File: src/logic/alu_pkg.sv
// Constants and types for the compare / adjust / decrement datapath.
// Assumes a 16-bit core; flag word layout is local to this block.
package alu_pkg;
    localparam int DATA_W = 16;
    localparam logic [15:0] SIGN_THRESH = 16'h8000;
    localparam logic [15:0] EXT_ONES = 16'hffff;
    localparam logic [15:0] EXT_ZERO = 16'h0000;
    localparam logic [7:0] NIBBLE_MASK = 8'h0f;
    localparam logic [7:0] NIBBLE_MAX = 8'h09;
    localparam logic [7:0] LOW_ADJ = 8'h06;
    localparam logic [7:0] BYTE_MAX_BCD = 8'h9f;
    localparam logic [7:0] HIGH_ADJ = 8'h60;
    localparam logic [15:0] STEP_BYTE = 16'h0001;
    localparam logic [15:0] STEP_WORD = 16'h0002;
    localparam logic [15:0] ONE = 16'h0001;
    localparam logic [15:0] RESET_WORD = 16'h0000;
    // Flag bit positions inside flags word
    localparam int F_CARRY = 0;
    localparam int F_PARITY = 1;
    localparam int F_AUX = 2;
    localparam int F_ZERO = 3;
    localparam int F_SIGN = 4;
    localparam int F_OVER = 5;
    localparam int FLAGS_W = 6;
    localparam logic [5:0] RESET_FLAGS = 6'h00;

    typedef enum logic [5:0] {
        OP_COMPARE = 6'b000001,
        OP_STRING_COMPARE = 6'b000010,
        OP_WORD_SIGN_EXTEND = 6'b000100,
        OP_BCD_ADD_ADJUST = 6'b001000,
        OP_BCD_SUB_ADJUST = 6'b010000,
        OP_MINUS_ONE = 6'b100000
    } op_sel_t;
endpackage

File: src/logic/compare_adjust_decrement_alu.sv
// Compare, string compare, word sign extend, decimal adjusts and decrement.
// Assumes the sequencer presents operands with a one-cycle start pulse and
// takes results one cycle later; repeat loop control lives in the sequencer.
// Functional notes
// RL1 - Compare sets flags from destination minus source; greater test follows.
// RL2 - Compare accepts any operand pairing; operands arrive already fetched.
// RL3 - String compare subtracts source element from dest, updates six flags.
// RL4 - After string compare step both indexes up or down by element step.
// RL5 - String compare repeats per element under a repeat prefix.
// RL6 - Word sign extend fills extension word from accumulator sign; flags unchanged.
// RL7 - Add adjust adds 6 when low nibble over 9 or aux carry.
// RL8 - Add adjust adds 60H when value over 9FH or carry.
// RL9 - Subtract adjust subtracts 6 when low nibble over 9 or aux carry.
// RL10 - Subtract adjust subtracts 60H when value over 9FH or carry.
// RL11 - Decimal adjusts update parity sign zero; overflow undefined; others kept. Code also sets aux and carry when the matching step fires.
// RL12 - Decrement updates aux overflow parity sign zero; carry kept.
// RL13 - Decrement treats its operand as unsigned binary.
// RL14 - Element step is one for bytes and two for words.
`timescale 1ns/1ns
module compare_adjust_decrement_alu
    import alu_pkg::*;
(
    // Clock and reset
    input wire logic clk,
    input wire logic rst_n,
    input wire logic clk_en,
    // Operation request
    input wire logic start,
    input wire op_sel_t op_sel,
    input wire logic word_size,
    input wire logic [15:0] dest_operand,
    input wire logic [15:0] src_operand,
    input wire logic [15:0] source_index_in,
    input wire logic [15:0] dest_index_in,
    input wire logic step_backward_flag,
    input wire logic [5:0] flags_in,
    // Results
    output logic done,
    output logic [15:0] result,
    output logic result_write,
    output logic [15:0] source_index,
    output logic [15:0] dest_index,
    output logic index_write,
    output logic [5:0] flags
);
    logic rst_meta;
    logic rst_sync_n;

    // Reset released through two flops so all state leaves reset together
    always_ff @(posedge clk or negedge rst_n) begin
        if (!rst_n) begin
            rst_meta <= 1'b0;
            rst_sync_n <= 1'b0;
        end else begin
            rst_meta <= 1'b1;
            rst_sync_n <= rst_meta;
        end
    end

    function automatic logic even_parity(input logic [7:0] v);
        even_parity = ~^v;
    endfunction

    // Subtract a - b at byte or word size; returns {ovf, aux, carry, diff}
    function automatic logic [18:0] sub_sz(input logic [15:0] a, input logic [15:0] b,
                                           input logic w);
        logic [16:0] d;
        logic ov;
        logic ax;
        logic cy;
        d = {1'b0, a} - {1'b0, b};
        ax = (a[3:0] < b[3:0]);
        if (w) begin
            cy = d[16];
            ov = (a[15] ^ b[15]) & (a[15] ^ d[15]);
        end else begin
            cy = (a[7:0] < b[7:0]);
            ov = (a[7] ^ b[7]) & (a[7] ^ d[7]);
        end
        sub_sz = {ov, ax, cy, d[15:0]};
    endfunction

    logic next_done;
    logic [15:0] next_result;
    logic next_result_write;
    logic [15:0] next_source_index;
    logic [15:0] next_dest_index;
    logic next_index_write;
    logic [5:0] next_flags;

    logic [18:0] diff;
    logic [15:0] step;
    logic [7:0] al;
    logic [7:0] al_lo;
    logic aux_hit;
    logic car_hit;
    logic [15:0] res_sz;

    always_comb begin
        next_done = 1'b0;
        next_result = result;
        next_result_write = 1'b0;
        next_source_index = source_index;
        next_dest_index = dest_index;
        next_index_write = 1'b0;
        next_flags = flags_in;
        diff = 19'h00000;
        step = word_size ? STEP_WORD : STEP_BYTE; // [RL14]
        al = dest_operand[7:0];
        al_lo = dest_operand[7:0];
        aux_hit = 1'b0;
        car_hit = 1'b0;
        res_sz = 16'h0000;
        if (start) begin
            next_done = 1'b1;
            case (op_sel)
                OP_COMPARE, OP_STRING_COMPARE: begin
                    // Difference sets flags and result; result_write stays low, so operands are never written
                    diff = sub_sz(dest_operand, src_operand, word_size); // [RL1] [RL2] [RL3]
                    res_sz = word_size ? diff[15:0] : {8'h00, diff[7:0]};
                    next_result = res_sz;
                    next_flags[F_CARRY] = diff[16];
                    next_flags[F_AUX] = diff[17];
                    next_flags[F_OVER] = diff[18];
                    next_flags[F_PARITY] = even_parity(diff[7:0]);
                    next_flags[F_ZERO] = (res_sz == 16'h0000);
                    next_flags[F_SIGN] = word_size ? diff[15] : diff[7];
                    if (op_sel == OP_STRING_COMPARE) begin
                        // Each element is a fresh request, so repeats just reissue
                        next_index_write = 1'b1; // [RL5]
                        if (step_backward_flag) begin // [RL4]
                            next_source_index = source_index_in - step;
                            next_dest_index = dest_index_in - step;
                        end else begin
                            next_source_index = source_index_in + step;
                            next_dest_index = dest_index_in + step;
                        end
                    end
                end
                OP_WORD_SIGN_EXTEND: begin
                    // Flags pass through untouched
                    next_result = (dest_operand < SIGN_THRESH) ? EXT_ZERO : EXT_ONES; // [RL6]
                    next_result_write = 1'b1;
                end
                OP_BCD_ADD_ADJUST, OP_BCD_SUB_ADJUST: begin
                    aux_hit = ((al & NIBBLE_MASK) > NIBBLE_MAX) | flags_in[F_AUX];
                    if (aux_hit) begin
                        al_lo = (op_sel == OP_BCD_ADD_ADJUST) ? al + LOW_ADJ // [RL7]
                                                              : al - LOW_ADJ; // [RL9]
                        next_flags[F_AUX] = 1'b1;
                    end
                    // Second test looks at the value after the low-nibble step
                    car_hit = (al_lo > BYTE_MAX_BCD) | flags_in[F_CARRY];
                    if (car_hit) begin
                        al = (op_sel == OP_BCD_ADD_ADJUST) ? al_lo + HIGH_ADJ // [RL8]
                                                           : al_lo - HIGH_ADJ; // [RL10]
                        next_flags[F_CARRY] = 1'b1;
                    end else begin
                        al = al_lo;
                    end
                    // Overflow is undefined here; it is simply cleared
                    next_flags[F_OVER] = 1'b0; // [RL11]
                    next_flags[F_PARITY] = even_parity(al);
                    next_flags[F_ZERO] = (al == 8'h00);
                    next_flags[F_SIGN] = al[7];
                    next_result = {dest_operand[15:8], al};
                    next_result_write = 1'b1;
                end
                OP_MINUS_ONE: begin
                    diff = sub_sz(dest_operand, ONE, word_size); // [RL12] [RL13]
                    res_sz = word_size ? diff[15:0] : {dest_operand[15:8], diff[7:0]};
                    next_result = res_sz;
                    next_result_write = 1'b1;
                    next_flags[F_AUX] = diff[17];
                    next_flags[F_OVER] = diff[18];
                    next_flags[F_PARITY] = even_parity(diff[7:0]);
                    next_flags[F_ZERO] = word_size ? (diff[15:0] == 16'h0000)
                                                   : (diff[7:0] == 8'h00);
                    next_flags[F_SIGN] = word_size ? diff[15] : diff[7];
                end
                default: begin
                    next_done = 1'b0;
                end
            endcase
        end
    end

    always_ff @(posedge clk or negedge rst_sync_n) begin
        if (!rst_sync_n) begin
            done <= 1'b0;
            result <= RESET_WORD;
            result_write <= 1'b0;
            source_index <= RESET_WORD;
            dest_index <= RESET_WORD;
            index_write <= 1'b0;
            flags <= RESET_FLAGS;
        end else if (clk_en) begin
            done <= next_done;
            result <= next_result;
            result_write <= next_result_write;
            source_index <= next_source_index;
            dest_index <= next_dest_index;
            index_write <= next_index_write;
            flags <= next_flags;
        end
    end

    // Checks
    chk_cmp_greater: assert property (@(posedge clk) disable iff (!rst_sync_n) // [RL1]
        (clk_en && start && op_sel == OP_COMPARE && word_size
         && $signed(dest_operand) > $signed(src_operand))
        |=> (!flags[F_ZERO] && flags[F_SIGN] == flags[F_OVER]))
        else $error("compare greater flags wrong");
    chk_cmp_notgreater: assert property (@(posedge clk) disable iff (!rst_sync_n) // [RL1]
        (clk_en && start && op_sel == OP_COMPARE && word_size
         && $signed(dest_operand) <= $signed(src_operand))
        |=> (flags[F_ZERO] || flags[F_SIGN] != flags[F_OVER]))
        else $error("compare not greater flags wrong");
    chk_cmp_answer: assert property (@(posedge clk) disable iff (!rst_sync_n) // [RL2]
        (clk_en && start && op_sel == OP_COMPARE)
        |=> (done && !result_write && !index_write))
        else $error("compare answer wrong");
    chk_str_flags: assert property (@(posedge clk) disable iff (!rst_sync_n) // [RL3]
        (clk_en && start && op_sel == OP_STRING_COMPARE && word_size)
        |=> (flags[F_CARRY] == ($past(dest_operand) < $past(src_operand))
             && flags[F_ZERO] == ($past(dest_operand) == $past(src_operand))
             && flags[F_SIGN] == result[15]))
        else $error("string compare flags wrong");
    chk_src_step: assert property (@(posedge clk) disable iff (!rst_sync_n) // [RL4]
        (clk_en && start && op_sel == OP_STRING_COMPARE && step_backward_flag)
        |=> (source_index == $past(source_index_in) - $past(step)
             && dest_index == $past(dest_index_in) - $past(step)))
        else $error("backward step wrong");
    chk_step_size: assert property (@(posedge clk) disable iff (!rst_sync_n) // [RL14]
        (clk_en && start && op_sel == OP_STRING_COMPARE && !step_backward_flag)
        |=> (source_index == $past(source_index_in) + ($past(word_size) ? STEP_WORD : STEP_BYTE)
         && dest_index == $past(dest_index_in) + ($past(word_size) ? STEP_WORD : STEP_BYTE)))
        else $error("forward step size wrong");
    chk_str_answer: assert property (@(posedge clk) disable iff (!rst_sync_n) // [RL5]
        (clk_en && start && op_sel == OP_STRING_COMPARE) |=> (done && index_write))
        else $error("string element not answered");
    chk_step_dir: assert property (@(posedge clk) disable iff (!rst_sync_n) // [RL4]
        (clk_en && start && op_sel == OP_STRING_COMPARE)
        |=> (index_write && dest_index - $past(dest_index_in) ==
             ($past(step_backward_flag) ? -$past(step) : $past(step))))
        else $error("index step wrong");
    chk_cmp_nowrite: assert property (@(posedge clk) disable iff (!rst_sync_n) // [RL3]
        (clk_en && start && op_sel == OP_STRING_COMPARE) |=> !result_write)
        else $error("string compare wrote operand");
    chk_ext_value: assert property (@(posedge clk) disable iff (!rst_sync_n) // [RL6]
        (clk_en && start && op_sel == OP_WORD_SIGN_EXTEND)
        |=> (result == ($past(dest_operand[15]) ? EXT_ONES : EXT_ZERO)
             && flags == $past(flags_in)))
        else $error("sign extend wrong");
    chk_daa_aux: assert property (@(posedge clk) disable iff (!rst_sync_n) // [RL7]
        (clk_en && start && op_sel == OP_BCD_ADD_ADJUST && dest_operand[3:0] > 4'h9)
        |=> flags[F_AUX])
        else $error("add adjust aux not set");
    chk_daa_carry: assert property (@(posedge clk) disable iff (!rst_sync_n) // [RL8]
        (clk_en && start && op_sel == OP_BCD_ADD_ADJUST && flags_in[F_CARRY]
         && !flags_in[F_AUX] && dest_operand[3:0] <= 4'h9)
        |=> (flags[F_CARRY] && result[7:0] == $past(dest_operand[7:0]) + HIGH_ADJ))
        else $error("add adjust high step wrong");
    chk_das_low: assert property (@(posedge clk) disable iff (!rst_sync_n) // [RL9]
        (clk_en && start && op_sel == OP_BCD_SUB_ADJUST && flags_in[F_AUX]
         && !flags_in[F_CARRY] && dest_operand[7:0] == 8'h36)
        |=> (result[7:0] == 8'h30))
        else $error("sub adjust low step wrong");
    chk_dec_carry: assert property (@(posedge clk) disable iff (!rst_sync_n) // [RL12]
        (clk_en && start && op_sel == OP_MINUS_ONE)
        |=> (flags[F_CARRY] == $past(flags_in[F_CARRY])
             && result_write && done))
        else $error("decrement touched carry");
    chk_dec_value: assert property (@(posedge clk) disable iff (!rst_sync_n) // [RL13]
        (clk_en && start && op_sel == OP_MINUS_ONE && word_size)
        |=> (result == $past(dest_operand) - ONE))
        else $error("decrement value wrong");
    // Adjusts and decrement, flag and value side
    chk_das_high: assert property (@(posedge clk) disable iff (!rst_sync_n) // [RL10]
        (clk_en && start && op_sel == OP_BCD_SUB_ADJUST && flags_in[F_CARRY]
         && !flags_in[F_AUX] && dest_operand[3:0] <= 4'h9)
        |=> (flags[F_CARRY] && result[7:0] == $past(dest_operand[7:0]) - HIGH_ADJ))
        else $error("sub adjust high step wrong");
    chk_adj_plain: assert property (@(posedge clk) disable iff (!rst_sync_n) // [RL8] [RL10]
        (clk_en && start && (op_sel == OP_BCD_ADD_ADJUST || op_sel == OP_BCD_SUB_ADJUST)
         && !flags_in[F_CARRY] && !flags_in[F_AUX] && dest_operand[3:0] <= 4'h9
         && dest_operand[7:0] <= BYTE_MAX_BCD)
        |=> (!flags[F_CARRY] && !flags[F_AUX] && result[7:0] == $past(dest_operand[7:0])))
        else $error("adjust without cause changed value");
    chk_adj_flags: assert property (@(posedge clk) disable iff (!rst_sync_n) // [RL11]
        (clk_en && start && (op_sel == OP_BCD_ADD_ADJUST || op_sel == OP_BCD_SUB_ADJUST))
        |=> (flags[F_SIGN] == result[7] && flags[F_ZERO] == (result[7:0] == 8'h00)
             && flags[F_PARITY] == ~^result[7:0] && !flags[F_OVER]
             && result[15:8] == $past(dest_operand[15:8]) && result_write))
        else $error("adjust flags wrong");
    chk_dec_byte: assert property (@(posedge clk) disable iff (!rst_sync_n) // [RL13]
        (clk_en && start && op_sel == OP_MINUS_ONE && !word_size)
        |=> (result == {$past(dest_operand[15:8]), $past(dest_operand[7:0]) - 8'h01}))
        else $error("byte decrement value wrong");
    chk_dec_flags: assert property (@(posedge clk) disable iff (!rst_sync_n) // [RL12]
        (clk_en && start && op_sel == OP_MINUS_ONE && word_size)
        |=> (flags[F_ZERO] == (result == 16'h0000) && flags[F_SIGN] == result[15]
             && flags[F_AUX] == ($past(dest_operand[3:0]) == 4'h0)
             && flags[F_OVER] == ($past(dest_operand) == SIGN_THRESH)))
        else $error("decrement flags wrong");
    // Pulses only answer a taken request; a low enable freezes everything
    chk_idle_quiet: assert property (@(posedge clk) disable iff (!rst_sync_n) // [RL5]
        (clk_en && !start) |=> (!done && !result_write && !index_write))
        else $error("answer without request");
    chk_hold_frozen: assert property (@(posedge clk) disable iff (!rst_sync_n) // [RL4]
        !clk_en |=> ($stable(source_index) && $stable(dest_index) && $stable(result)
                     && $stable(flags) && $stable(done)))
        else $error("state moved while clock enable low");
endmodule

File: config.mk
export PLATFORM = sky130hd
export DESIGN_NAME = compare_adjust_decrement_alu
export DESIGN_NICKNAME = d
export VERILOG_FILES = /design/src/logic/alu_pkg.sv /design/src/logic/compare_adjust_decrement_alu.sv
export SDC_FILE = /design/constraint.sdc
export NUM_CORES = 1
export LEC_CHECK = 0
export ABC_AREA = 1
export BUFFER_PORTS_ARGS = -buffer_cell sky130_fd_sc_hd__buf_4
export CAP_MARGIN = 0
export CORE_MARGIN = 5
export CORE_UTILIZATION = 40
export DETAILED_ROUTE_END_ITERATION = 10
export PLACE_DENSITY = 0.7
export SLEW_MARGIN = 20
export SYNTH_ARGS = -nofsm -noshare
export SYNTH_HDL_FRONTEND = slang
export SYNTH_SLANG_ARGS = --single-unit
File: constraint.sdc
create_clock -name clk -period 4.5 [get_ports clk]
set_input_delay 0.45 -clock clk [delete_from_list [all_inputs] [get_ports clk]]
set_output_delay 0.45 -clock clk [all_outputs]
set_load 0.02 [all_outputs]
After elaboration in Yosys (flattened, before gate mapping) --
Cells that the tools add are included. Widths: inputs -> output; s select.
Storage, ports and cells: register bits after elaboration 59, input bits 82, output and inout port bits 57, logic and storage cells 90
Operators by class: add/sub/neg operators 10, magnitude comparators 6, equal/unequal tests 6, multiplexer cells 33, bitwise gates (word level) 12, reduce and logical (&&, ||, !) cells 14
Operator list (count):
- $mux 16 | 5
- $mux 8 | 8
- $pmux 16 s4 | 1
- $add 16x2->16 | 2
- $logic_not 16->1 | 2
- $sub 16x2->16 | 2
- $reduce_xnor 8->1 | 3
- $sub 16x16->17 | 1
- $logic_not 8->1 | 2
- $lt 16x16->1 const B | 1
- $sub 16x1->16 const B | 1
- $mux 1 | 15
- $pmux 5 s3 | 1
- $add 8x3->8 const B | 1
- $add 8x7->8 const B | 1
- $gt 8x8->1 const B | 1
- $lt 8x8->1 | 1
- $sub 8x3->8 const B | 1
- $sub 8x7->8 const B | 1
- $eq 6x1->1 const B | 1
- $eq 6x2->1 const B | 1
- $eq 6x3->1 const B | 1
- $eq 6x4->1 const B | 1
- $eq 6x5->1 const B | 1
- 16 further kinds | 26

Logic depth before layout (Yosys ltp) --
depth in word-level cells 13, gate-level depth with buffers 28, gate-level depth less buffers 28

Worst setup path before layout --
OpenSTA, ideal clock, no wires.
path type input to register, start point input port op_sel[5], end point register flags[1], library setup time 117 ps, data arrival time 3430 ps, data required time 4383 ps, path slack 952 ps, stages on the path 26, buffers on the path 0, cells stage by stage nor2_2 nand2_2 nor2_8 inv_4 ha_1 a21oi_1 nand3_1 nand2_1 nand2_1 nand2_1 nand2_1 fa_1 xnor2_1 inv_1 nand2_1 nand2_1 nand2_2 inv_1 ha_1 xor2_1 xnor2_1 o22ai_2 nand2_1 o2111ai_1 o21ai_1 inv_1
On the way: cells in the longest elaborated chain, start to end 13, elaborated cells on any way between the ends 22, classes of those cells 2 x add/sub; 1 x order compare; 5 x eq/ne; 10 x mux; 1 x bitwise; 3 x reduce/logical
Ends and longest elaborated chain:
- start, declared | line compare_adjust_decrement_alu.sv:29 | input wire op_sel_t op_sel,
- $eq 6x4->1 | line compare_adjust_decrement_alu.sv:116, compare_adjust_decrement_alu.sv:148, compare_adjust_decrement_alu.sv:155
- $mux 8 | line compare_adjust_decrement_alu.sv:148 | al_lo = (op_sel == OP_BCD_ADD_ADJUST) ? al + LOW_ADJ
- $mux 8 | line compare_adjust_decrement_alu.sv:147 | if (aux_hit) begin
- $mux 8 | line compare_adjust_decrement_alu.sv:116 | case (op_sel)
- $mux 8 | line compare_adjust_decrement_alu.sv:114 | if (start) begin
- $sub 8x7->8 (tied with other cells) | line compare_adjust_decrement_alu.sv:156 | : al_lo - HIGH_ADJ;
- $mux 8 / $or 1x1->1 (equally long branches) | line compare_adjust_decrement_alu.sv:155, compare_adjust_decrement_alu.sv:153
- $mux 8 | line compare_adjust_decrement_alu.sv:154 | if (car_hit) begin
- $mux 8 | line compare_adjust_decrement_alu.sv:116
- $mux 8 | line compare_adjust_decrement_alu.sv:114
- $reduce_xnor 8->1 | line compare_adjust_decrement_alu.sv:61 | even_parity = ~^v;
- $pmux 5 s3 (*) | line compare_adjust_decrement_alu.sv:116
- $mux 6 (*) | line compare_adjust_decrement_alu.sv:114
- end signal, assigned | line compare_adjust_decrement_alu.sv:204 | flags <= next_flags;
- end, declared | line compare_adjust_decrement_alu.sv:44 | output logic [5:0] flags
Mark *: on every way between the ends. The rest lies on a longest branch, timed or not. The select of a mux whose other input is x is not followed. A chain may end at the register's enable or synchronous reset.

Worst setup path after layout --
Same ends and word-level chain as after synthesis.

==> results_dict.tcl <==
set metrics [dict create \
    status "completed" \
    arrival_ns 3.87 \
    avgRoutedWirePerCell_um 14.45 \
    ant_nets 0 \
    cts_made_buffers 9 \
    crit_family "simple AND/OR/NAND/NOR gates" \
    worst_path_most_repeated_cell "nand2_1" \
    synth_edf_count 0 \
    die_y_um 135.2 \
    hold_violations 0 \
    synthArstFlopShare_pct 100.0 \
    clk_path_buf_depth 2 \
    gr-usage-met3_pct 5.572 \
    rows 45 \
    drv_slew 0 \
    vias 6369 \
    fillCellCount 1535 \
    numPortBuffers 138 \
    crit_fanout 10 \
    path_class "in2reg" \
    netlist_area_sq_um 6266 \
    drive_above_1_share_pct 18.73 \
    cts_tree "yes" \
    worst-path-buf-inv 5 \
    ys_types 48 \
    drt-vias-per-instance 5.023 \
    vdd_drop_max_mv 0.2750 \
    avgSynthCellArea_sq_um 6.848 \
    fp.dieW_um 135.2 \
    grt.busiest_layer "met2" \
    syn_nets 1072 \
    initial_utilization_pct 41.07 \
    grt_use_met1_pct 25.61 \
    core_sq_um 15260 \
    antenna_found_initial 0 \
    min_period_over_period_pct 81.15 \
    fin_util_pct 51.41 \
    cp.required_ns 4.72 \
    postSynthCellCount 915 \
    reg2reg_from "rst_sync_n" \
    maxCapViolCount 0 \
    slew_headroom_pct 42.67 \
    ys_seq_area_share_pct 23.56 \
    clock_latency_ns 0.33 \
    hold_start "rst_meta" \
    crit_start "op_sel[5]" \
    grt_overflow 0 \
    grt_max_degree 58 \
    cts-root-buf "clkbuf_16" \
    clkTransAtPathRegs_ns 0.05 \
    holdCritPathClass "reg2reg" \
    wl_um 18320 \
    fin_nets 1209 \
    dieArea_sq_um 18270 \
    area_delta_synth_final_pct 25.20 \
    cts_sinks 59 \
    drc 0 \
    skew_ns 0.006687 \
    met2_usage_pct 33.13 \
    cp_slowest_cell "fa_1" \
    ios 139 \
    tightest_slew_ns 0.8553 \
    grt_pass1_vias 6116 \
    p_leak_uw 0.004273 \
    max_stage_delay_ns 0.43 \
    max_freq_mhz 273.8 \
    dr.pass1.iters 5 \
    period_minus_slack_ns 3.652 \
    crit_path_end_kind "flip-flop" \
    cts_max_level 3 \
    grt_first_pass_wirelength_um 29570 \
    yosysWarnings 0 \
    gr-usage-all-layers_pct 19.90 \
    gp_congestion 0.9119 \
    whs_ns 0.3548 \
    p_per_area_nw_per_um2 308.5 \
    synthFlopType "dfrtp_1" \
    dp_hpwl_um 14710 \
    synth-seq-cells 59 \
    fin_setup_tns_ns 0 \
    setup_violations 0 \
    cp-start-kind "primary input" \
    drtIter0Drc 312 \
    rsz0062_at_grt "false" \
    num_antenna_cells 0 \
]
-- final timing paths --
kind                                         to  slack [ns]  depth (start not counted)
worst max-delay path                   flags[1]        0.85                         27
worst min-delay path                 rst_sync_n        0.35                          0
worst max register to register         flags[4]        3.60                          1
worst min register to register       rst_sync_n        0.35                          0
max in group asynchronous              flags[4]        3.60                          1
min in group asynchronous       source_index[8]        0.40                          1
-- placed cells by master (no fill, tap or decap), types with 7 or more instances in the layout --
master and count:
a31oi_1 7, nand4_1 9, dfrtp_1 58, nand3_1 62, xor2_1 30, o21ai_1 13
o21ai_0 56, xnor2_1 23, ha_1 70, nand2_2 9, nor2_1 58, nand2_1 253
buf_4 140, nor3_1 12, inv_1 103, a21oi_1 62, inv_2 8, clkbuf_16 9
-- cells by family (layout without fill, tap and decap cells) --
| kind of cell | Yosys count | in the layout | share of synthesized area [%] |
|---|---|---|---|
| other | 1 | 1 | 0.05985 |
| buffers and inverters | 130 | 272 | 8.387 |
| DFF | 59 | 59 | 23.56 |
| and+or+nand+nor | 423 | 423 | 29.25 |
| adders and majority gates | 75 | 75 | 15.58 |
| xor gates and xnor gates | 53 | 53 | 7.408 |
| AOI/OAI and AO/OA | 174 | 174 | 15.76 |
-- Yosys cell counts, types with 3 or more instances --
cell | count | area share [%]
clkbuf_1 | 7 | 0.42
inv_1 | 103 | 6.2
a21boi_0 | 5 | 0.60
xor2_1 | 30 | 4.2
a21oi_1 | 62 | 5.0
o221ai_1 | 3 | 0.42
nand2_4 | 3 | 0.54
fa_1 | 5 | 1.6
dfrtp_1 | 59 | 24
o22ai_1 | 5 | 0.50
nor2_1 | 58 | 3.5
o21bai_1 | 3 | 0.36
nand4_1 | 9 | 0.90
o21ai_0 | 56 | 4.5
o31ai_1 | 3 | 0.36
a31oi_1 | 7 | 0.70
nand2_1 | 253 | 15
nor3_1 | 12 | 0.96
buf_6 | 3 | 0.54
a21o_1 | 6 | 0.72
o21ai_2 | 3 | 0.42
inv_2 | 8 | 0.48
or2_2 | 6 | 0.60
o21ai_1 | 13 | 1.0
xnor2_1 | 23 | 3.2
nand3_1 | 62 | 5.0
ha_1 | 70 | 14
o211ai_1 | 3 | 0.36
nand2_2 | 9 | 0.90
-- per-stage QoR --
| stage | setup slack, ns | cell area [sq um] | instances | total power [uW] |
|---|---|---|---|---|
| after floorplan | 0.9523 | 6266 | 915 | 1286 |
| after detailed placement | 0.5344 | 7493 | 1251 | 1640 |
| after CTS | 0.8715 | 7845 | 1268 | 2437 |
| final | 0.8482 | 7845 | 1268 | 2420 |
| after global routing | 0.5568 | 7845 | 1268 | 2574 |
| after global placement | 0.6251 | 7493 | 1251 | 1630 |
-- area by class of cell --
type                       count  area (sq um)  area share, %
clock buffer                   9         225.2          2.871
clock inverter                 7         116.4          1.483
inverter                     115         436.7          5.566
multi-input combinational    726          4264          54.35
sequential                    59          1478          18.84
tap                          211         264.0          3.365
timing repair buffer         141          1061          13.52
-- power breakdown --
group | leakage [uW] | switching [uW] | internal, uW
registers | 0.000779 | 51.9 | 613
logic | 0.00333 | 571 | 400
clock network | 0.000165 | 245 | 539
total | 0.00427 | 867 | 1550
-- flip-flops by register name (all words and copies together) (netlist names) --
signal        count
dest_index       16
done              1
flags             6
index_write       1
result           16
result_write      1
rst_meta          1
rst_sync_n        1
source_index     16
-- layer usage --
layer | vias to the layer above | wire length [um]
met5 | - | 0
met4 | 0 | 198
met3 | 12 | 1515
met2 | 181 | 8430
met1 | 2890 | 8174
li1 | 3286 | -
-- what timing repair did --
action	in CTS	in global routing
endpoints found under the hold margin	2	0
setup buffers	0	0
gates resized for setup	0	0
hold buffers	1	0
Power figures use the tool's default switching activity.
